[src/omcs_map.svh]
// address, field, reset and timing constants of the optical module control block
`ifndef OMCS_MAP_SVH
`define OMCS_MAP_SVH

// ----------------------------------------------------------------------------
// clock
// ----------------------------------------------------------------------------
`define OMCS_CLK_KHZ           20000

// ----------------------------------------------------------------------------
// two-wire address spaces and the control/status byte
// ----------------------------------------------------------------------------
`define OMCS_ID_SPACE          7'h50
`define OMCS_DIAG_SPACE        7'h51
`define OMCS_CSB_OFFSET        8'h6e
`define OMCS_SOFT_DIS_BIT      6
`define OMCS_SOFT_DIS_RESET    1'b0
`define OMCS_WR_SHORT_BYTES    4'h4
`define OMCS_WR_MAX_BYTES      4'h8

// ----------------------------------------------------------------------------
// times as printed, and their cycle counts
// ----------------------------------------------------------------------------
`define OMCS_T_RESET_US        10
`define OMCS_T_SERIAL_MS       300
`define OMCS_T_DATA_MS         1000
`define OMCS_T_WR_SHORT_MS     40
`define OMCS_T_WR_LONG_MS      80

// least time: round up
`define OMCS_T_RESET_CYC       ((`OMCS_T_RESET_US * `OMCS_CLK_KHZ + 999) / 1000)
// longest times: round down
`define OMCS_T_SERIAL_CYC      (`OMCS_T_SERIAL_MS * `OMCS_CLK_KHZ)
`define OMCS_T_DATA_CYC        (`OMCS_T_DATA_MS * `OMCS_CLK_KHZ)
`define OMCS_T_WR_SHORT_CYC    (`OMCS_T_WR_SHORT_MS * `OMCS_CLK_KHZ)
`define OMCS_T_WR_LONG_CYC     (`OMCS_T_WR_LONG_MS * `OMCS_CLK_KHZ)

`endif

[src/omcs_pkg.sv]
// types shared by the optical module control block
package omcs_pkg;

    // ------------------------------------------------------------------------
    // control/status byte, msb first
    // ------------------------------------------------------------------------
    typedef struct packed {
        logic       tx_dis_pin;
        logic       soft_dis;
        logic [2:0] rsvd;
        logic       fault;
        logic       sig_lost;
        logic       not_ready;
    } omcs_status_type;

    // ------------------------------------------------------------------------
    // pins that cross into the clock domain
    // ------------------------------------------------------------------------
    typedef struct packed {
        logic scl;
        logic sda;
        logic tx_dis;
        logic laser_fault;
        logic rx_ok;
    } omcs_pins_type;

    // ------------------------------------------------------------------------
    // two-wire target states
    // ------------------------------------------------------------------------
    typedef enum logic [5:0] {
        ST_IDLE  = 6'b000001,
        ST_ADDR  = 6'b000010,
        ST_ACK   = 6'b000100,
        ST_WBYTE = 6'b001000,
        ST_RBYTE = 6'b010000,
        ST_RACK  = 6'b100000
    } omcs_state_type;

endpackage : omcs_pkg

[src/omcs_control.sv]
// control, status and two-wire management logic of the optical module
`timescale 1ns/10ps
`default_nettype none

`include "omcs_map.svh"

module omcs_control #(
    parameter int unsigned T_SERIAL_CYC   = `OMCS_T_SERIAL_CYC,
    parameter int unsigned T_DATA_CYC     = `OMCS_T_DATA_CYC,
    parameter int unsigned T_WR_SHORT_CYC = `OMCS_T_WR_SHORT_CYC,
    parameter int unsigned T_WR_LONG_CYC  = `OMCS_T_WR_LONG_CYC
) (
    // clock and reset
    input  wire logic CLOCK,
    input  wire logic RST_N,
    // host pins
    input  wire logic TX_DISABLE,
    output logic      TX_FAULT_O,
    output logic      TX_FAULT_OE,
    output logic      RX_SIGNAL_LOST_O,
    output logic      RX_SIGNAL_LOST_OE,
    // two-wire management bus
    input  wire logic SCL,
    input  wire logic SDA_I,
    output logic      SDA_O,
    output logic      SDA_OE,
    // optics side
    input  wire logic LASER_FAULT,
    input  wire logic RX_SIGNAL_OK,
    output logic      LASER_ENABLE
);

    // ------------------------------------------------------------------------
    // parameters and checks
    // ------------------------------------------------------------------------
    localparam int         CNT_W    = 25;
    localparam logic [7:0] HOLD_CYC = 8'(`OMCS_T_RESET_CYC);

    if (T_SERIAL_CYC < 1 || T_DATA_CYC < 1 || T_WR_SHORT_CYC < 1 ||
        T_WR_LONG_CYC < T_WR_SHORT_CYC || T_DATA_CYC >= (1 << CNT_W) ||
        T_SERIAL_CYC >= (1 << CNT_W) || T_WR_LONG_CYC >= (1 << CNT_W)) begin : g_bad_counts
        $error("omcs_control timing counts out of range");
    end

    if (`OMCS_T_RESET_CYC < 1 || `OMCS_T_RESET_CYC > 255) begin : g_bad_hold
        $error("omcs_control disable hold count does not fit");
    end

    // ------------------------------------------------------------------------
    // pin synchronisation
    // ------------------------------------------------------------------------
    omcs_pkg::omcs_pins_type pins_raw;
    omcs_pkg::omcs_pins_type pins_s;

    assign pins_raw = '{scl: SCL, sda: SDA_I, tx_dis: TX_DISABLE,
                        laser_fault: LASER_FAULT, rx_ok: RX_SIGNAL_OK};

    // disable resets high so the laser never blinks on during reset release
    omcs_sync #(
        .WIDTH     ($bits(omcs_pkg::omcs_pins_type)),
        .RESET_VAL (5'h1c)
    ) u_sync (
        .clk      (CLOCK),
        .rst_n    (RST_N),
        .async_in (pins_raw),
        .sync_out (pins_s)
    );

    // ------------------------------------------------------------------------
    // power-on and write-busy timers
    // ------------------------------------------------------------------------
    logic             bus_wait;
    logic             data_wait;
    logic             wr_busy;
    logic             wr_launch;
    logic [CNT_W-1:0] wr_load_value;

    omcs_timer #(
        .WIDTH      (CNT_W),
        .RESET_LOAD (CNT_W'(T_SERIAL_CYC))
    ) u_bus_ready (
        .clk        (CLOCK),
        .rst_n      (RST_N),
        .load       (1'b0),
        .load_value ('0),
        .running    (bus_wait)
    );

    omcs_timer #(
        .WIDTH      (CNT_W),
        .RESET_LOAD (CNT_W'(T_DATA_CYC))
    ) u_data_ready (
        .clk        (CLOCK),
        .rst_n      (RST_N),
        .load       (1'b0),
        .load_value ('0),
        .running    (data_wait)
    );

    omcs_timer #(
        .WIDTH      (CNT_W),
        .RESET_LOAD ('0)
    ) u_write_busy (
        .clk        (CLOCK),
        .rst_n      (RST_N),
        .load       (wr_launch),
        .load_value (wr_load_value),
        .running    (wr_busy)
    );

    // ------------------------------------------------------------------------
    // laser, fault and loss-of-signal pins
    // ------------------------------------------------------------------------
    logic       tx_dis_prev_q;
    logic       tx_dis_prev_d;
    logic [7:0] hold_q;
    logic [7:0] hold_d;
    logic       fault_q;
    logic       fault_d;
    logic       laser_on_q;
    logic       laser_on_d;
    logic       los_q;
    logic       los_d;
    logic       fault_oe_q;
    logic       fault_oe_d;
    logic       los_oe_q;
    logic       los_oe_d;
    logic       soft_dis_q;
    logic       soft_dis_d;
    logic       fault_clear;

    always_comb begin
        tx_dis_prev_d = pins_s.tx_dis;
        hold_d        = 8'h00;
        if (pins_s.tx_dis) begin
            hold_d = (hold_q == HOLD_CYC) ? hold_q : hold_q + 8'h01;
        end
        fault_clear = tx_dis_prev_q && !pins_s.tx_dis && (hold_q == HOLD_CYC);
        fault_d     = fault_q;
        if (fault_clear) begin
            fault_d = 1'b0;
        end
        // a fault in the clearing cycle still wins
        if (pins_s.laser_fault) begin
            fault_d = 1'b1;
        end
        // pin and fault paths act next cycle, the soft bit only after a stop
        laser_on_d = !(pins_s.tx_dis || fault_d || soft_dis_q);
        fault_oe_d = !fault_d;
        los_d      = !pins_s.rx_ok;
        los_oe_d   = pins_s.rx_ok;
    end

    always_ff @(posedge CLOCK) begin
        if (!RST_N) begin
            tx_dis_prev_q <= 1'b1;
            hold_q        <= 8'h00;
            fault_q       <= 1'b0;
            laser_on_q    <= 1'b0;
            los_q         <= 1'b1;
            fault_oe_q    <= 1'b1;
            los_oe_q      <= 1'b0;
        end else begin
            tx_dis_prev_q <= tx_dis_prev_d;
            hold_q        <= hold_d;
            fault_q       <= fault_d;
            laser_on_q    <= laser_on_d;
            los_q         <= los_d;
            fault_oe_q    <= fault_oe_d;
            los_oe_q      <= los_oe_d;
        end
    end

    // ------------------------------------------------------------------------
    // status byte and read data
    // ------------------------------------------------------------------------
    omcs_pkg::omcs_status_type status;

    always_comb begin
        status            = '0;
        status.tx_dis_pin = pins_s.tx_dis;
        status.soft_dis   = soft_dis_q;
        status.fault      = fault_q;
        status.sig_lost   = los_q;
        status.not_ready  = data_wait;
    end

    // unmapped bytes of either space read as zero
    function automatic logic [7:0] rd_byte(input logic diag, input logic [7:0] ptr,
                                           input omcs_pkg::omcs_status_type st);
        rd_byte = (diag && ptr == `OMCS_CSB_OFFSET) ? st : 8'h00;
    endfunction : rd_byte

    function automatic logic addr_hit(input logic [6:0] addr);
        addr_hit = (addr == `OMCS_ID_SPACE) || (addr == `OMCS_DIAG_SPACE);
    endfunction : addr_hit

    // ------------------------------------------------------------------------
    // two-wire target
    // ------------------------------------------------------------------------
    omcs_pkg::omcs_state_type state_q;
    omcs_pkg::omcs_state_type state_d;
    logic       scl_prev_q;
    logic       scl_prev_d;
    logic       sda_prev_q;
    logic       sda_prev_d;
    logic [7:0] shift_q;
    logic [7:0] shift_d;
    logic [2:0] bit_q;
    logic [2:0] bit_d;
    logic [7:0] ptr_q;
    logic [7:0] ptr_d;
    logic       first_q;
    logic       first_d;
    logic       read_q;
    logic       read_d;
    logic       diag_q;
    logic       diag_d;
    logic       ack_drv_q;
    logic       ack_drv_d;
    logic       sda_oe_q;
    logic       sda_oe_d;
    logic [3:0] wr_cnt_q;
    logic [3:0] wr_cnt_d;
    logic       wr_pend_q;
    logic       wr_pend_d;
    logic [7:0] wr_val_q;
    logic [7:0] wr_val_d;
    logic       scl_rise;
    logic       scl_fall;
    logic       start_seen;
    logic       stop_seen;
    logic [7:0] rd_now;

    always_comb begin
        scl_rise   = pins_s.scl && !scl_prev_q;
        scl_fall   = !pins_s.scl && scl_prev_q;
        start_seen = pins_s.scl && scl_prev_q && sda_prev_q && !pins_s.sda;
        stop_seen  = pins_s.scl && scl_prev_q && !sda_prev_q && pins_s.sda;
        rd_now     = rd_byte(diag_q, ptr_q, status);
        scl_prev_d = pins_s.scl;
        sda_prev_d = pins_s.sda;
        state_d    = state_q;
        shift_d    = shift_q;
        bit_d      = bit_q;
        ptr_d      = ptr_q;
        first_d    = first_q;
        read_d     = read_q;
        diag_d     = diag_q;
        ack_drv_d  = ack_drv_q;
        sda_oe_d   = sda_oe_q;
        wr_cnt_d   = wr_cnt_q;
        wr_pend_d  = wr_pend_q;
        wr_val_d   = wr_val_q;
        soft_dis_d = soft_dis_q;
        wr_launch  = 1'b0;
        // more than four bytes needs the long busy time
        wr_load_value = (wr_cnt_q > `OMCS_WR_SHORT_BYTES) ? CNT_W'(T_WR_LONG_CYC)
                                                          : CNT_W'(T_WR_SHORT_CYC);
        if (stop_seen) begin
            state_d   = omcs_pkg::ST_IDLE;
            sda_oe_d  = 1'b0;
            wr_launch = (wr_cnt_q != 4'h0);
            if (wr_pend_q) begin
                soft_dis_d = wr_val_q[`OMCS_SOFT_DIS_BIT];
            end
            wr_pend_d = 1'b0;
            wr_cnt_d  = 4'h0;
        end else if (start_seen) begin
            state_d  = omcs_pkg::ST_ADDR;
            bit_d    = 3'h0;
            sda_oe_d = 1'b0;
            first_d  = 1'b1;
        end else begin
            unique case (state_q)
                omcs_pkg::ST_IDLE: begin
                end
                omcs_pkg::ST_ADDR: begin
                    if (scl_rise) begin
                        shift_d = {shift_q[6:0], pins_s.sda};
                        bit_d   = bit_q + 3'h1;
                        if (bit_q == 3'h7) begin
                            // silent until ready, and while a write completes
                            if (!bus_wait && !wr_busy && addr_hit(shift_d[7:1])) begin
                                state_d   = omcs_pkg::ST_ACK;
                                ack_drv_d = 1'b0;
                                read_d    = shift_d[0];
                                diag_d    = (shift_d[7:1] == `OMCS_DIAG_SPACE);
                            end else begin
                                state_d = omcs_pkg::ST_IDLE;
                            end
                        end
                    end
                end
                omcs_pkg::ST_ACK: begin
                    if (scl_fall) begin
                        if (!ack_drv_q) begin
                            sda_oe_d  = 1'b1;
                            ack_drv_d = 1'b1;
                        end else begin
                            ack_drv_d = 1'b0;
                            bit_d     = 3'h0;
                            if (read_q) begin
                                state_d  = omcs_pkg::ST_RBYTE;
                                shift_d  = rd_now;
                                sda_oe_d = !rd_now[7];
                            end else begin
                                state_d  = omcs_pkg::ST_WBYTE;
                                sda_oe_d = 1'b0;
                            end
                        end
                    end
                end
                omcs_pkg::ST_WBYTE: begin
                    if (scl_rise) begin
                        shift_d = {shift_q[6:0], pins_s.sda};
                        bit_d   = bit_q + 3'h1;
                        if (bit_q == 3'h7) begin
                            state_d   = omcs_pkg::ST_ACK;
                            ack_drv_d = 1'b0;
                            if (first_q) begin
                                ptr_d   = shift_d;
                                first_d = 1'b0;
                            end else if (wr_cnt_q == `OMCS_WR_MAX_BYTES) begin
                                // a ninth data byte is not acknowledged
                                state_d = omcs_pkg::ST_IDLE;
                            end else begin
                                if (diag_q && ptr_q == `OMCS_CSB_OFFSET) begin
                                    wr_val_d  = shift_d;
                                    wr_pend_d = 1'b1;
                                end
                                ptr_d    = ptr_q + 8'h01;
                                wr_cnt_d = wr_cnt_q + 4'h1;
                            end
                        end
                    end
                end
                omcs_pkg::ST_RBYTE: begin
                    if (scl_fall) begin
                        if (bit_q == 3'h7) begin
                            sda_oe_d = 1'b0;
                            state_d  = omcs_pkg::ST_RACK;
                            ptr_d    = ptr_q + 8'h01;
                        end else begin
                            shift_d  = {shift_q[6:0], 1'b0};
                            sda_oe_d = !shift_q[6];
                            bit_d    = bit_q + 3'h1;
                        end
                    end
                end
                omcs_pkg::ST_RACK: begin
                    if (scl_rise) begin
                        if (!pins_s.sda) begin
                            state_d   = omcs_pkg::ST_ACK;
                            ack_drv_d = 1'b1;
                        end else begin
                            state_d = omcs_pkg::ST_IDLE;
                        end
                    end
                end
            endcase
        end
    end

    always_ff @(posedge CLOCK) begin
        if (!RST_N) begin
            state_q    <= omcs_pkg::ST_IDLE;
            scl_prev_q <= 1'b1;
            sda_prev_q <= 1'b1;
            shift_q    <= 8'h00;
            bit_q      <= 3'h0;
            ptr_q      <= 8'h00;
            first_q    <= 1'b1;
            read_q     <= 1'b0;
            diag_q     <= 1'b0;
            ack_drv_q  <= 1'b0;
            sda_oe_q   <= 1'b0;
            wr_cnt_q   <= 4'h0;
            wr_pend_q  <= 1'b0;
            wr_val_q   <= 8'h00;
            soft_dis_q <= `OMCS_SOFT_DIS_RESET;
        end else begin
            state_q    <= state_d;
            scl_prev_q <= scl_prev_d;
            sda_prev_q <= sda_prev_d;
            shift_q    <= shift_d;
            bit_q      <= bit_d;
            ptr_q      <= ptr_d;
            first_q    <= first_d;
            read_q     <= read_d;
            diag_q     <= diag_d;
            ack_drv_q  <= ack_drv_d;
            sda_oe_q   <= sda_oe_d;
            wr_cnt_q   <= wr_cnt_d;
            wr_pend_q  <= wr_pend_d;
            wr_val_q   <= wr_val_d;
            soft_dis_q <= soft_dis_d;
        end
    end

    // ------------------------------------------------------------------------
    // outputs
    // ------------------------------------------------------------------------
    // open-drain pins only ever pull low
    assign TX_FAULT_O        = 1'b0;
    assign TX_FAULT_OE       = fault_oe_q;
    assign RX_SIGNAL_LOST_O  = 1'b0;
    assign RX_SIGNAL_LOST_OE = los_oe_q;
    assign SDA_O             = 1'b0;
    assign SDA_OE            = sda_oe_q;
    assign LASER_ENABLE      = laser_on_q;

endmodule : omcs_control

`default_nettype wire

[src/omcs_sync.sv]
// two flip-flop synchroniser bank with per-bit reset values
`timescale 1ns/10ps
`default_nettype none

module omcs_sync #(
    parameter int               WIDTH     = 1,
    parameter logic [WIDTH-1:0] RESET_VAL = '0
) (
    // clock and reset
    input  wire logic             clk,
    input  wire logic             rst_n,
    // signals
    input  wire logic [WIDTH-1:0] async_in,
    output var  logic [WIDTH-1:0] sync_out
);

    if (WIDTH < 1) begin : g_bad_width
        $error("omcs_sync width must be at least one");
    end

    logic [WIDTH-1:0] meta_q;
    logic [WIDTH-1:0] meta_d;
    logic [WIDTH-1:0] sync_q;
    logic [WIDTH-1:0] sync_d;

    // first stage feeds only the second
    always_comb begin
        meta_d = async_in;
        sync_d = meta_q;
    end

    always_ff @(posedge clk) begin
        if (!rst_n) begin
            meta_q <= RESET_VAL;
            sync_q <= RESET_VAL;
        end else begin
            meta_q <= meta_d;
            sync_q <= sync_d;
        end
    end

    assign sync_out = sync_q;

endmodule : omcs_sync

`default_nettype wire

[src/omcs_timer.sv]
// loadable down-counting timer, running while the count is not zero
`timescale 1ns/10ps
`default_nettype none

module omcs_timer #(
    parameter int               WIDTH      = 25,
    parameter logic [WIDTH-1:0] RESET_LOAD = '0
) (
    // clock and reset
    input  wire logic             clk,
    input  wire logic             rst_n,
    // control
    input  wire logic             load,
    input  wire logic [WIDTH-1:0] load_value,
    // status
    output logic                  running
);

    if (WIDTH < 1) begin : g_bad_width
        $error("omcs_timer width must be at least one");
    end

    logic [WIDTH-1:0] count_q;
    logic [WIDTH-1:0] count_d;

    always_comb begin
        count_d = count_q;
        if (load) begin
            count_d = load_value;
        end else if (count_q != '0) begin
            count_d = count_q - 1'b1;
        end
    end

    // power-on timers start from reset itself
    always_ff @(posedge clk) begin
        if (!rst_n) begin
            count_q <= RESET_LOAD;
        end else begin
            count_q <= count_d;
        end
    end

    assign running = (count_q != '0);

endmodule : omcs_timer

`default_nettype wire
[config.mk]
export PLATFORM = sky130hd
export DESIGN_NAME = omcs_control
export DESIGN_NICKNAME = d
export VERILOG_FILES = /design/src/omcs_pkg.sv /design/src/omcs_control.sv /design/src/omcs_sync.sv /design/src/omcs_timer.sv
export VERILOG_INCLUDE_DIRS = /design/src
export SDC_FILE = /design/constraint.sdc
export NUM_CORES = 1
export LEC_CHECK = 0
export ABC_AREA = 1
export BUFFER_PORTS_ARGS = -buffer_cell sky130_fd_sc_hd__buf_4
export CAP_MARGIN = 20
export CORE_UTILIZATION = 55
export CTS_BUF_LIST = sky130_fd_sc_hd__clkbuf_2
export CTS_CLUSTER_SIZE = 8
export DETAILED_ROUTE_END_ITERATION = 10
export GPL_ROUTABILITY_DRIVEN = 0
export PLACE_DENSITY = 0.71
export SETUP_SLACK_MARGIN = 0.4
export SYNTH_ARGS = -nofsm -noshare
export SYNTH_HDL_FRONTEND = slang
export SYNTH_HIERARCHICAL = 1
export SYNTH_SLANG_ARGS = --single-unit
export TNS_END_PERCENT = 100
[constraint.sdc]
create_clock -name CLOCK -period 4.5 [get_ports CLOCK]
set_clock_uncertainty 0.15 [all_clocks]
set_input_delay 0.45 -clock CLOCK [delete_from_list [all_inputs] [get_ports CLOCK]]
set_output_delay 0.45 -clock CLOCK [all_outputs]
set_load 0.02 [all_outputs]
Yosys cells after proc, flatten, opt, wreduce, memory -nomap -nowiden
Cells that the tools add are included.

Bits in registers: 143. Bits of input ports: 7. Logic and storage cells: 199.

Add/sub/neg operators: 7. Order comparisons: 1. Equal/unequal tests: 37. Multiplexer cells: 62. Bitwise gates (word level): 5. Reduce and logical (&&, ||, !) cells: 59.

Operator list (number): nonzero test 25 bit (3); subtractor 25 x 1 -> 25 bit, second input constant (3); two-way mux 8 bit (7); two-way mux 6 bit (9); two-way mux 25 bit (2); two-way mux 7 bit (6); inequality test 3 bit, second input constant (11); two-way mux 3 bit (10); case mux 6 bit (5 select lines) (1); inequality test 2 bit, second input constant (13); two-way mux 21 bit (1); case mux 7 bit (3 select lines) (1); AND reduction 10 bit (2); two-way mux 1 bit (19); adder 8 x 1 -> 8 bit, second input constant (2); case mux 8 bit (2 select lines) (1); AND reduction 8 bit (2); equality test 7 bit, second input constant (2); AND reduction 7 bit (2); logical AND 1 bit (12); logical NOT 1 bit (12); AND reduction 6 bit (2); nonzero test 2 bit (6); nonzero test 4 bit (3); 31 further kinds (39).

Longest topological paths before layout
Depth after elaboration: 9. Mapped depth: 15.

Modules after synthesis
Netlist, hierarchy kept.

By module, submodules not included: omcs_control (instances 1, cells an instance 440, area each 2917.8 um^2, sequential area each 1041.0 um^2); omcs_timer (u_write_busy) (instances 1, cells an instance 276, area each 1715.4 um^2, sequential area each 500.5 um^2); omcs_timer (u_data_ready) (instances 1, cells an instance 255, area each 1627.8 um^2, sequential area each 500.5 um^2); omcs_timer (u_bus_ready) (instances 1, cells an instance 247, area each 1577.8 um^2, sequential area each 500.5 um^2); omcs_sync (instances 1, cells an instance 31, area each 286.5 um^2, sequential area each 200.2 um^2).

Least setup slack after synthesis
OpenSTA, ideal clock, no wires.

Path type: reg2reg. Start: reg u_sync.sync_q[3] (netlist: u_sync/sync_out[3]). End: reg u_write_busy.count_q[15]. Library setup time: 0.132 ns. Arrival time: 1.501 ns. Slack: 2.716 ns. Stages on the path, launching flop included: 12. Cell sequence: dfxtp_1 inv_1 nor2_1 nand2_1 a31oi_1 clkbuf_1 inv_2 nand2_4 inv_4 buf_6 nand2_1 a21oi_1.

Longest elaborated chain between the ends: 3. Elaborated cells between the ends (all ways): 4.

Ends and longest elaborated chain: start, declared (RTL line omcs_sync.sv:23) `logic [WIDTH-1:0] sync_q;`; start signal, assigned (RTL line omcs_sync.sv:38) `sync_q <= sync_d;`; logical AND 1 bit * (RTL line omcs_control.sv:239) `stop_seen = pins_s.scl && scl_prev_q && !sda_prev_q && pins_s.sda;`; two-way mux 1 bit * (RTL line omcs_control.sv:260) `if (stop_seen) begin`; net wr_launch (RTL line omcs_control.sv:75) `logic wr_launch;`; two-way mux 25 bit / nonzero test 2 bit (equally long branches); end signal, assigned (RTL line omcs_timer.sv:40) `count_q <= count_d;`; end, declared (RTL line omcs_timer.sv:23) `logic [WIDTH-1:0] count_q;`.

The timed path passes the listed nets; every way through them passes the cells marked *. A chain may end at the register's enable or synchronous reset.

Worst setup path in the final report
Start: reg bit_q[0]. End: reg wr_val_q[6].

Longest elaborated chain between the ends: 2.

Ends and longest elaborated chain: start, declared (RTL line omcs_control.sv:209) `logic [2:0] bit_q;`; start signal, assigned (RTL line omcs_control.sv:387) `bit_q <= bit_d;`; equality test 3 bit (RTL line omcs_control.sv:318) `if (bit_q == 3'h7) begin`; AND reduction 8 bit (no source line); end signal, assigned (RTL line omcs_control.sv:396) `wr_val_q <= wr_val_d;`; end, declared (RTL line omcs_control.sv:227) `logic [7:0] wr_val_q;`.

Every way passes these cells.

==> flow_summary.toml <==
[floorplanning]
rows = 44
start_util_pct = 56.12
dieArea_sq_mm = 0.01526
coreArea_sq_mm = 0.01448
io_pins = 14
die_x_um = 123.5
die_y_um = 123.5

[global_routing]
grt_pass1_wl_um = 30100
overflow = 0
antenna_found_initial = 1
grt_max_degree = 57
grt_pass1_vias = 6654
grtUsageTotal_pct = 25.00

[power_and_ir_drop]
clkPwrFrac_pct = 23.1
intPower_mw = 2.260
power_density_mw_per_mm2 = 418.6
pwr-share-comb_pct = 37.1
power_switching_mw = 1.495
seqPwrFrac_pct = 39.8
leakagePower_nw = 4.044
vdd_drop_max_mv = 0.3938
switching_share_pct = 39.82

[sta]
post-route-period-util_pct = 50.68
setup_viol = 0
fmax_ghz = 0.4385
timing.slew.headroom_pct = 41.16
drv_slew = 0
grt_setup_unrepaired = "false"
post-route-min-period_ns = 2.281
whs_ns = 0.2763
finalSetupTns_ns = 0
tightest_slew_ns = 0.8745
hold_violations = 0

[yosys]
synthFlopType = "dfxtp_1"
synth.area.top_cells = "dfxtp_1, nand2_1, nor2_1"
syn_area_sq_mm = 0.008125
yosysMostFrequentCell = "nand2_1"
synthTopCellsByCount = "nand2_1, nor2_1, dfxtp_1, inv_1, nand3_1"
synthArstFlopShare_pct = 0
seq_area_frac_synth_pct = 33.75
avgSynthCellArea_sq_um = 6.505
synth_top_cell_by_area = "dfxtp_1"
ys_seq_elements = 137
synth_top_area_share_pct = 33.75
yosysUniqueCellTypes = 45
synth_edf_count = 0
netlist_instances = 1249
yosysWarnings = 6

[setup_path]
cp_slowest_stage_delay_ns = 0.40
path_cells = "ha_1, ha_1, inv_1, nor2_1, inv_1, nor3_1, nand2_1, a21oi_1, o21a_1"
cp.arrival_ns = 2.78
required_ns = 5.00
cp-start-kind = "flop"
path_buf_inv = 2
crit_slowest_cell = "dfxtp_1"
end_kind = "flop"
crit_family = "simple AND/OR/NAND/NOR gates"
worst-setup-path-type = "flop to flop"
crit_fanout = 5

[routing]
ant_nets = 0
avgViaCountPerCell = 4.923
vias = 7567
wire_per_inst_um = 11.58
drc = 0
initialDrtViolationCount = 461
routed_wl_um = 17800
drtPass1Iterations = 7

[cells_and_area]
fill_cells = 1416
nNetsFinal = 1360
drive_gt1_share_pct = 9.098
final_core_util_pct = 61.96
area_growth_pct = 10.41

[hold_path]
timing.hold.worst.class = "flop to flop"

[placement]
dp_hpwl_um = 13040
io_buffers = 10

[flow_run]
cap_violations = 0

[outcome]
status = "completed"

[clock_tree]
cts_max_path_buffers = 2
cts_resized = 0
cts_buffers = 17
clock-sinks = 137
cts-root-buf = "clkbuf_2"
cts.htree.levels = 4
clk_pin_slew_ns = 0.20
cts_tree = "done"
clkLatencyLatePin_ns = 0.69
cells by family (layout without fill, tap and decap cells):
family          after synthesis  after routing  share of synthesized area [%]
compound gates              171            171                          10.95
flops                       137            137                          33.75
mux                           1              1                         0.1232
simple gates                715            715                          40.34
fa+ha+maj                    14             14                          2.156
buf+inv                     173            199                          8.700
xor+xnor                     36             36                          3.880
other cells                   2             80                        0.09243
worst min-delay path: cells and delay by family (launching register included):
family / cells / cell delay [ns]
DFF: 1 / 0.33
and+or+nand+nor: 1 / 0.05
buffers and inverters: 1 / 0.04
routing by layer:
metal	up-vias	global-route usage (%)	wire length [um]
li1	4105	-	-
met1	3295	33.96	8922
met2	148	40.08	7934
met5	-	0	0
met4	0	6.325	182
met3	19	5.397	755
power by group through the flow:
| stage | Clock, mW | Combinational, mW | Sequential, mW |
|---|---|---|---|
| 2_1_floorplan | 0 | 1.16 | 1.48 |
| 3_3_place_gp | 0 | 1.36 | 1.52 |
| 3_5_place_dp | 0 | 1.37 | 1.52 |
| 4_1_cts | 0.891 | 1.38 | 1.49 |
| 5_1_grt | 0.952 | 1.60 | 1.51 |
| 6_report | 0.868 | 1.39 | 1.49 |
cell usage in the layout, fill, tap and decap left out, types with 10 or more instances in the layout:
cell           count
inv_1            134
nand2_1          294
clkbuf_2          17
a21oi_1           82
nor2_1           208
xnor2_1           11
nand4_1           29
inv_2             10
o21ai_1           23
nor2_4            12
dlygate4sd3_1     10
xor2_1            25
nand3_1           84
dfxtp_1          137
nor2_2            24
conb_1            79
buf_4             11
nor3_1            20
nand3_2           16
ha_1              14
o21ai_0           52
stage by stage:
step | total power [mW] | setup slack [ns] | instance area, sq um | instances
CTS | 3.768 | 2.224 | 8969 | 1536
global placement | 2.877 | 2.263 | 8577 | 1494
floorplan | 2.646 | 2.716 | 8414 | 1326
detailed placement | 2.887 | 2.266 | 8577 | 1494
finish | 3.755 | 2.219 | 8971 | 1537
global route | 4.066 | 2.037 | 8971 | 1537
sequential cells by signal (all words and copies together), names as in the netlist, 3 cells and up:
name                  count
u_bus_ready/count_q      25
u_data_ready/count_q     25
u_write_busy/count_q     25
hold_q                    8
ptr_q                     8
shift_q                   7
state_q                   6
u_sync/meta_q             5
u_sync/sync_out           5
wr_cnt_q                  4
bit_q                     3
cell type report:
cell class / count / area (sq um) / area share [%]
tap: 184 / 230.2 / 2.566
sequential: 137 / 2743 / 30.57
inverter: 146 / 550.5 / 6.137
clock inverter: 15 / 206.4 / 2.301
timing repair buffer: 21 / 182.7 / 2.036
antenna: 1 / 2.502 / 0.02789
multi-input combinational: 1016 / 4971 / 55.41
clock buffer: 17 / 85.08 / 0.9484
repair_timing:
item | CTS | global route
hold endpoints to repair | 10 | 0
setup buffers | 0 | 0
hold buffers | 10 | 0
final timing paths:
path / from / end / slack (ns) / cells past startpoint
worst max-delay path: bit_q[0] / wr_val_q[6] / 2.22 / 9
worst min-delay path: u_sync/meta_q[4] / u_sync/sync_out[4] / 0.28 / 2
worst max register to register: bit_q[0] / wr_val_q[6] / 2.22 / 9
worst min register to register: u_sync/meta_q[4] / u_sync/sync_out[4] / 0.28 / 2
No activity file was read; power rests on OpenSTA's default activity.
